===== src/design/ppfs_pkg.sv =====
// Package for the port pin function select block.
// Assumes one system clock domain and plain control-bit ports.
package ppfs_pkg;
	// Function codes of the bus-release multi-function pin
	localparam logic [2:0] FN50_PORT_IN = 3'h0;
	localparam logic [2:0] FN50_PORT_OUT = 3'h1;
	localparam logic [2:0] FN50_PULSE = 3'h2;
	localparam logic [2:0] FN50_TIMER = 3'h3;
	localparam logic [2:0] FN50_SERIAL = 3'h4;
	localparam logic [2:0] FN50_I2C = 3'h5;
	localparam logic [2:0] FN50_RELREQ = 3'h6;
	// Timer mode and I/O control codes
	localparam logic [3:0] TMR_MODE_NORMAL = 4'h0;
	localparam logic [1:0] IOB_CAPTURE_HI = 2'h2;
	// Serial select location code
	localparam logic [1:0] SSEL_LOC_PF0 = 2'h2;
	// Refresh hold states, one-hot
	typedef enum logic [1:0] {
		PPFS_OWNED = 2'h1,
		PPFS_RELEASED = 2'h2
	} ppfs_bus_t;
endpackage : ppfs_pkg


===== src/design/ppfs_top.sv =====
// Pin function selection for four multiplexed port pins.
// Assumes all control bits are synchronous to sys_clk.
// Functional notes
// - No refresh while bus is released.
// - Refresh request during release raises release request.
// - Multi-function pin priority: release, I2C, timer, serial.
// - End pin outputs DMA end in expanded mode.
// - End pin feeds irq2 when selected.
// - Transmit pin priority: timer, serial, then port input, pulse, port output.
// - Transmit pin feeds irq1 if selected, DMA always.
// - Capture input B when mode 0000, IO 10xx.
// - Port F0 feeds trigger under select conditions.
`timescale 1ns/1ps
module ppfs_top (
	input wire logic sys_clk,
	input wire logic nrst,
	input wire logic expanded_mode_enable,
	input wire logic single_chip_mode,
	input wire logic bus_release_enable,
	input wire logic release_req_out_enable,
	input wire logic release_req_pin_select,
	input wire logic bus_granted_away,
	input wire logic refresh_req,
	input wire logic i2c_enable,
	input wire logic timer_a_output,
	input wire logic serial2_tx_enable,
	input wire logic port5_0_direction,
	input wire logic pulse_out0_enable,
	input wire logic dma_end_out_enable,
	input wire logic port8_2_direction,
	input wire logic irq2_pin_select,
	input wire logic timer_b_output,
	input wire logic [3:0] timer_mode_field,
	input wire logic [3:0] timer_io_ctrl_b,
	input wire logic serial_tx_enable,
	input wire logic port8_1_direction,
	input wire logic pulse_out1_enable,
	input wire logic irq1_pin_select,
	input wire logic adc_trigger_pin_select,
	input wire logic trigger_select_hi,
	input wire logic trigger_select_lo,
	input wire logic ext_trigger_select,
	input wire logic pin82_in,
	input wire logic pin81_in,
	input wire logic pinf0_in,
	output logic [2:0] pin50_function,
	output logic pin50_oe,
	output logic bus_release_req_out,
	output logic refresh_go,
	output logic pin82_oe,
	output logic pin82_dma_end_sel,
	output logic irq2_alt_in,
	output logic [2:0] pin81_function,
	output logic pin81_oe,
	output logic irq1_alt_in,
	output logic dma_request_in_ch3,
	output logic timer_capture_b_in,
	output logic adc_trigger0_alt_in
);
	// Refresh hold request from the gate
	logic refresh_pending_req;
	// Decoded functions before registering
	logic [2:0] next_f50;
	logic [2:0] next_f81;

	// Refresh gating during bus release
	ppfs_refresh_gate u_gate (
		.sys_clk(sys_clk),
		.nrst(nrst),
		.bus_granted_away(bus_granted_away),
		.refresh_req(refresh_req),
		.release_req_out_enable(release_req_out_enable),
		.refresh_go(refresh_go),
		.refresh_pending_req(refresh_pending_req)
	);

	// Shared lower-priority port decode
	function automatic logic [2:0] ppfs_port_fn(input logic dir, input logic pulse);
		if (!dir) begin
			ppfs_port_fn = ppfs_pkg::FN50_PORT_IN;
		end else if (pulse) begin
			ppfs_port_fn = ppfs_pkg::FN50_PULSE;
		end else begin
			ppfs_port_fn = ppfs_pkg::FN50_PORT_OUT;
		end
	endfunction : ppfs_port_fn

	// Multi-function pin priority decode
	always_comb begin
		if (bus_release_enable && release_req_out_enable && release_req_pin_select) begin
			next_f50 = ppfs_pkg::FN50_RELREQ;
		end else if (i2c_enable) begin
			next_f50 = ppfs_pkg::FN50_I2C;
		end else if (timer_a_output) begin
			next_f50 = ppfs_pkg::FN50_TIMER;
		end else if (serial2_tx_enable) begin
			next_f50 = ppfs_pkg::FN50_SERIAL;
		end else begin
			next_f50 = ppfs_port_fn(port5_0_direction, pulse_out0_enable);
		end
	end

	// Transmit pin priority decode
	always_comb begin
		if (timer_b_output) begin
			next_f81 = ppfs_pkg::FN50_TIMER;
		end else if (serial_tx_enable) begin
			next_f81 = ppfs_pkg::FN50_SERIAL;
		end else begin
			next_f81 = ppfs_port_fn(port8_1_direction, pulse_out1_enable);
		end
	end

	// Registered function selects
	always_ff @(posedge sys_clk or negedge nrst) begin
		if (!nrst) begin
			pin50_function <= ppfs_pkg::FN50_PORT_IN;
			pin50_oe <= 1'b0;
			pin81_function <= ppfs_pkg::FN50_PORT_IN;
			pin81_oe <= 1'b0;
		end else begin
			pin50_function <= next_f50;
			pin50_oe <= (next_f50 != ppfs_pkg::FN50_PORT_IN) && (next_f50 != ppfs_pkg::FN50_I2C);
			pin81_function <= next_f81;
			pin81_oe <= next_f81 != ppfs_pkg::FN50_PORT_IN;
		end
	end

	// Release request pin drive
	always_ff @(posedge sys_clk or negedge nrst) begin
		if (!nrst) begin
			bus_release_req_out <= 1'b0;
		end else begin
			bus_release_req_out <= refresh_pending_req
				&& (pin50_function == ppfs_pkg::FN50_RELREQ);
		end
	end

	// DMA end pin decode
	always_ff @(posedge sys_clk or negedge nrst) begin
		if (!nrst) begin
			pin82_dma_end_sel <= 1'b0;
			pin82_oe <= 1'b0;
		end else begin
			pin82_dma_end_sel <= dma_end_out_enable && expanded_mode_enable
				&& !single_chip_mode;
			pin82_oe <= (dma_end_out_enable && expanded_mode_enable && !single_chip_mode)
				|| port8_2_direction;
		end
	end

	// Alternate inputs routed from the pins
	always_ff @(posedge sys_clk or negedge nrst) begin
		if (!nrst) begin
			irq2_alt_in <= 1'b0;
			irq1_alt_in <= 1'b0;
			dma_request_in_ch3 <= 1'b0;
			timer_capture_b_in <= 1'b0;
			adc_trigger0_alt_in <= 1'b0;
		end else begin
			irq2_alt_in <= irq2_pin_select && pin82_in;
			irq1_alt_in <= irq1_pin_select && pin81_in;
			dma_request_in_ch3 <= pin81_in;
			timer_capture_b_in <= (timer_mode_field == ppfs_pkg::TMR_MODE_NORMAL)
				&& (timer_io_ctrl_b[3:2] == ppfs_pkg::IOB_CAPTURE_HI) && pin81_in;
			adc_trigger0_alt_in <= adc_trigger_pin_select && !trigger_select_hi
				&& !trigger_select_lo && ext_trigger_select && pinf0_in;
		end
	end

	// Release request wins the pin
	property p_relreq_prio;
		@(posedge sys_clk) disable iff (!nrst)
		bus_release_enable && release_req_out_enable && release_req_pin_select
		|=> pin50_function == ppfs_pkg::FN50_RELREQ;
	endproperty
	a_relreq_prio: assert property (p_relreq_prio)
		else $error("release request lost pin priority");

	// I2C beats the timer
	property p_i2c;
		@(posedge sys_clk) disable iff (!nrst)
		!release_req_pin_select && i2c_enable |=> pin50_function == ppfs_pkg::FN50_I2C;
	endproperty
	a_i2c: assert property (p_i2c)
		else $error("i2c not selected");

	// DMA end only in expanded mode
	property p_dma_end;
		@(posedge sys_clk) disable iff (!nrst)
		pin82_dma_end_sel |-> $past(expanded_mode_enable) && $past(dma_end_out_enable);
	endproperty
	a_dma_end: assert property (p_dma_end)
		else $error("dma end outside expanded mode");

	// irq2 routing gated by select
	property p_irq2;
		@(posedge sys_clk) disable iff (!nrst)
		!irq2_pin_select |=> !irq2_alt_in;
	endproperty
	a_irq2: assert property (p_irq2)
		else $error("irq2 routed without select");

	// Timer top priority on transmit pin
	property p_timer_b;
		@(posedge sys_clk) disable iff (!nrst)
		timer_b_output |=> pin81_function == ppfs_pkg::FN50_TIMER && pin81_oe;
	endproperty
	a_timer_b: assert property (p_timer_b)
		else $error("timer lost transmit pin");

	// DMA request follows the pin
	property p_dreq;
		@(posedge sys_clk) disable iff (!nrst)
		1'b1 |=> dma_request_in_ch3 == $past(pin81_in);
	endproperty
	a_dreq: assert property (p_dreq)
		else $error("dma request not following pin");

	// Capture only in matching mode
	property p_cap;
		@(posedge sys_clk) disable iff (!nrst)
		timer_capture_b_in |-> $past(timer_mode_field) == ppfs_pkg::TMR_MODE_NORMAL;
	endproperty
	a_cap: assert property (p_cap)
		else $error("capture in wrong mode");

	// Trigger needs extended select
	property p_trig;
		@(posedge sys_clk) disable iff (!nrst)
		adc_trigger0_alt_in |-> $past(ext_trigger_select) && !$past(trigger_select_hi);
	endproperty
	a_trig: assert property (p_trig)
		else $error("trigger routed wrongly");

	// Port decode change lands next cycle
	property p_next;
		@(posedge sys_clk) disable iff (!nrst)
		!timer_b_output && !serial_tx_enable && !port8_1_direction
		|=> pin81_function == ppfs_pkg::FN50_PORT_IN && !pin81_oe;
	endproperty
	a_next: assert property (p_next)
		else $error("port input not decoded");

	c_relreq: cover property (@(posedge sys_clk) disable iff (!nrst) bus_release_req_out);
	c_pulse: cover property (@(posedge sys_clk) disable iff (!nrst)
		pin81_function == ppfs_pkg::FN50_PULSE);
	c_trig: cover property (@(posedge sys_clk) disable iff (!nrst) adc_trigger0_alt_in);
endmodule : ppfs_top


===== src/design/ppfs_refresh_gate.sv =====
// Refresh gating while the external bus is released.
// Assumes refresh requests and bus grant are synchronous to sys_clk.
`timescale 1ns/1ps
module ppfs_refresh_gate (
	input wire logic sys_clk,
	input wire logic nrst,
	input wire logic bus_granted_away,
	input wire logic refresh_req,
	input wire logic release_req_out_enable,
	output logic refresh_go,
	output logic refresh_pending_req
);
	// Bus ownership state
	ppfs_pkg::ppfs_bus_t state;
	ppfs_pkg::ppfs_bus_t next_state;

	// Next ownership state
	always_comb begin
		case (state)
			ppfs_pkg::PPFS_OWNED: next_state = bus_granted_away ? ppfs_pkg::PPFS_RELEASED
				: ppfs_pkg::PPFS_OWNED;
			ppfs_pkg::PPFS_RELEASED: next_state = bus_granted_away ? ppfs_pkg::PPFS_RELEASED
				: ppfs_pkg::PPFS_OWNED;
			default: next_state = ppfs_pkg::PPFS_OWNED;
		endcase
	end

	// State register
	always_ff @(posedge sys_clk or negedge nrst) begin
		if (!nrst) begin
			state <= ppfs_pkg::PPFS_OWNED;
		end else begin
			state <= next_state;
		end
	end

	// Refresh only while bus is owned
	always_ff @(posedge sys_clk or negedge nrst) begin
		if (!nrst) begin
			refresh_go <= 1'b0;
		end else begin
			refresh_go <= refresh_req && !bus_granted_away;
		end
	end

	// Ask for the bus back on a held refresh
	always_ff @(posedge sys_clk or negedge nrst) begin
		if (!nrst) begin
			refresh_pending_req <= 1'b0;
		end else begin
			refresh_pending_req <= refresh_req && bus_granted_away
				&& release_req_out_enable;
		end
	end

	// No refresh issued while released
	property p_no_refresh_released;
		@(posedge sys_clk) disable iff (!nrst)
		$past(bus_granted_away) || state == ppfs_pkg::PPFS_RELEASED |-> !refresh_go;
	endproperty
	a_no_refresh_released: assert property (p_no_refresh_released)
		else $error("refresh issued during bus release");

	// Held refresh requests the bus back
	property p_req_out;
		@(posedge sys_clk) disable iff (!nrst)
		refresh_req && bus_granted_away && release_req_out_enable |=> refresh_pending_req;
	endproperty
	a_req_out: assert property (p_req_out)
		else $error("release request not raised");

	c_held: cover property (@(posedge sys_clk) disable iff (!nrst) refresh_pending_req);
endmodule : ppfs_refresh_gate


===== config.mk =====
export PLATFORM = sky130hd
export DESIGN_NAME = ppfs_top
export DESIGN_NICKNAME = d
export VERILOG_FILES = /design/src/design/ppfs_pkg.sv /design/src/design/ppfs_top.sv /design/src/design/ppfs_refresh_gate.sv
export SDC_FILE = /design/constraint.sdc
export NUM_CORES = 1
export LEC_CHECK = 0
export BUFFER_PORTS_ARGS = -buffer_cell sky130_fd_sc_hd__buf_2
export CAP_MARGIN = 25
export CORE_MARGIN = 2
export CORE_UTILIZATION = 32
export CTS_BUF_LIST = sky130_fd_sc_hd__clkbuf_8 sky130_fd_sc_hd__clkbuf_16
export CTS_CLUSTER_DIAMETER = 40
export DETAILED_ROUTE_END_ITERATION = 8
export GPL_TIMING_DRIVEN = 0
export PLACE_DENSITY = 0.78
export SKIP_CTS_REPAIR_TIMING = 1
export SLEW_MARGIN = 0
export SYNTH_ARGS = -nofsm -noshare
export SYNTH_HDL_FRONTEND = slang
export SYNTH_HIERARCHICAL = 1
export SYNTH_SLANG_ARGS = --single-unit
export TNS_END_PERCENT = 100

===== constraint.sdc =====
create_clock -name sys_clk -period 0.8 [get_ports sys_clk]
set_input_delay 0 -clock sys_clk [delete_from_list [all_inputs] [get_ports sys_clk]]
set_output_delay 0 -clock sys_clk [all_outputs]
set_load 0.02 [all_outputs]

==> impl_metrics.yaml <==
power:
  vdd_ir_drop_max_v: 0.000757
  power_frac_comb: 0.167
  p_sw_frac: 0.215
  pwr-share-clk: 0.349
  switching_power_mw: 0.430
  leakage_nw: 0.604
  p_per_area_nw_per_um2: 1760
  p_int_mw: 1.57
  sequentialPowerShare: 0.484
worst_setup_path:
  r2r_end: "bus_release_req_out$_DFF_PN0_"
  critPathCapture: "pin81_function[1]$_DFF_PN0_"
  crit_arrival_ns: 0.93
  worstSetupPathType: "input pin to flop"
  startpoint: "serial_tx_enable"
  cp-start-kind: "input pin"
  end_kind: "flop"
  regToRegSetupSlack_ns: 0.10
  r2r_cells: 1
  cp_max_fo: 3
  worstReg2RegStart: "pin50_function[1]$_DFF_PN0_"
  worst-endpoint-required_ns: 0.93
clocking:
  root_buffer: "clkbuf_8"
  cts_tree: "yes"
  clkSlewWorstSetupHoldPaths_ns: 0.06
  cts_buffer_depth: 2
  clkLatencyLatePin_ns: 0.24
  cts_made_buffers: 3
  h-tree-depth: 1
  clock_sinks: 18
placed_design:
  gp_congestion: 0.592
  io_buffers: 51
  place_ws_ns: 0.134
flow_run:
  max-cap-violations: 0
floorplan:
  die_h_um: 48.7
  die_area_um2: 2370
  die-width_um: 48.7
  rows: 16
  core_area_um2: 1920
  io_pins: 54
  initial_core_util: 0.332
synthesis:
  synth_top_area_share: 0.706
  ys_seq_area_frac: 0.706
  synth_area_leaders: "dfrtp_1 71%, a31o_2 2.7%, nor2_1 2.4%, and2_1 2.0%, nand2b_1 2.0%"
  ys_warn_count: 6
  synthCells: 47
  syn-cell-area_um2: 638
  yosysTopAreaCell: "dfrtp_1"
  synth-seq-cells: 18
  synthesis.area_per_instance_um2: 13.6
  syn_nets: 84
  netlist-cell-type-count: 22
global_route:
  grt_overflow_total: 0
  grt_pass1_wl_mm: 1.93
  grt_max_degree: 19
  grt_pass1_vias: 503
  grt_use_total: 0.108
  grt_antenna_before_repair: 0
final_layout:
  final_layout_size_suffix_gt1_frac: 0.509
  final_nets: 154
  area_growth_pct: 78.8
  diodes: 0
  post-route-util: 0.594
drt:
  first_pass_iters: 3
  vias: 600
  initialDrtViolationCount: 3
  ant_nets: 0
  drt-total-wl_mm: 1.39
  wl_per_cell_um: 9.71
  drc: 0
  via_per_inst: 4.20
sta:
  min_period_over_period: 0.999
  clock.fmax_mhz: 1250
  slew_headroom: 0.751
  hold_viol: 3
  period_minus_slack_ns: 0.799
  timing_worst_slew_pin_value_ns: 0.374
  worst_slack_ns: 0.000756
  hold_ws_ns: -0.0335
  fin_skew_ns: 0.000251
  slew_viol_final: 0
  setup_viol: 0
run_status:
  status: "finished, violations left"
  violations: "hold timing"
worst_hold_path:
  min_path_type: "input pin to flop"
registers in the layout, indices dropped and copies added, names as in the netlist:
name and count:
pin81_function 3, dma_request_in_ch3 1, irq2_alt_in 1, pin82_oe 1, bus_release_req_out 1, irq1_alt_in 1, pin81_oe 1, timer_capture_b_in 1
u_gate/refresh_pending_req 1, pin50_function 3, pin50_oe 1, u_gate/refresh_go 1, pin82_dma_end_sel 1, adc_trigger0_alt_in 1
cell usage after synthesis, drive strengths merged:
cell type and number:
dfrtp 18, nor2 4, a31o 2, and2 2, and3 2, inv 2, nand2b 2, nand3 2
and2b 1, and4b 1, nand2 1, nand3b 1, nand4b 1, nand4bb 1, nor3 1, nor3b 1
nor4b 1, o21ai 1, o21bai 1, o31a 1, or3 1
power by group through the flow:
| stage | Clock (mW) | Sequential, mW | Combinational (mW) |
|---|---|---|---|
| 2_1_floorplan | 0 | 1.04 | 0.0494 |
| 3_3_place_gp | 0 | 0.982 | 0.261 |
| 3_5_place_dp | 0 | 0.984 | 0.268 |
| 4_1_cts | 0.728 | 0.967 | 0.268 |
| 5_1_grt | 0.780 | 0.973 | 0.365 |
| 6_report | 0.699 | 0.970 | 0.334 |
metal layers:
metal  routed length, µm  GRT usage  up-vias
li1                    -          -      300
met1                 553      0.107      266
met2                 690      0.187       32
met3                 128     0.0401        2
met4                  16     0.0714        0
met5                   0          0        -
cell type report:
| cell class | count | area [µm²] |
|---|---|---|
| Timing Repair Buffer | 65 | 414 |
| Sequential cell | 18 | 450 |
| Tap cell | 27 | 33.8 |
| Clock buffer | 4 | 55.1 |
| Multi-Input combinational cell | 27 | 180 |
| Fill cell | 152 | 781 |
| Inverter | 2 | 7.51 |
worst max-delay path: stages:
cell           delay (ns)
buf_2                0.09
inv_1                0.05
a31o_2               0.23
dlygate4sd3_1        0.55
cells by family after synthesis:
kind of cell           count (synthesis)  share of synthesized area
DFF                                   18                      0.706
buffers and inverters                  2                     0.0118
AOI/OAI and AO/OA                      5                     0.0608
and+or+nand+nor                       22                      0.222
worst min-delay path by stage:
stage                           startpoint                            end  slack, ns  cells after the start
final                     serial_tx_enable             pin81_oe$_DFF_PN0_      -0.03                      2
after CTS                             nrst    pin81_function[2]$_DFF_PN0_      -0.33                      1
after detailed placement              nrst             pin81_oe$_DFF_PN0_      -0.06                      1
after floorplan                       nrst  adc_trigger0_alt_in$_DFF_PN0_      -0.30                      0
after global placement                nrst    pin81_function[2]$_DFF_PN0_      -0.07                      1
after global routing      serial_tx_enable             pin81_oe$_DFF_PN0_      -0.04                      2
layout by cell type (no fill, tap or decap), drive strengths merged, types with 4 or more instances in the layout:
cell         count
buf             51
dfrtp           18
dlygate4sd3     14
nor2             4
clkbuf           4
per-stage QoR:
step	area [µm²]	setup TNS, ns	cells	total power [mW]
after global placement	927	0	125	1.24
after floorplan	638	0	47	1.09
final	1140	0	143	2.00
after global routing	1140	-0.0137	143	2.12
after detailed placement	927	0	125	1.25
after CTS	982	0	129	1.96
No activity file was read; power rests on OpenSTA's default activity.
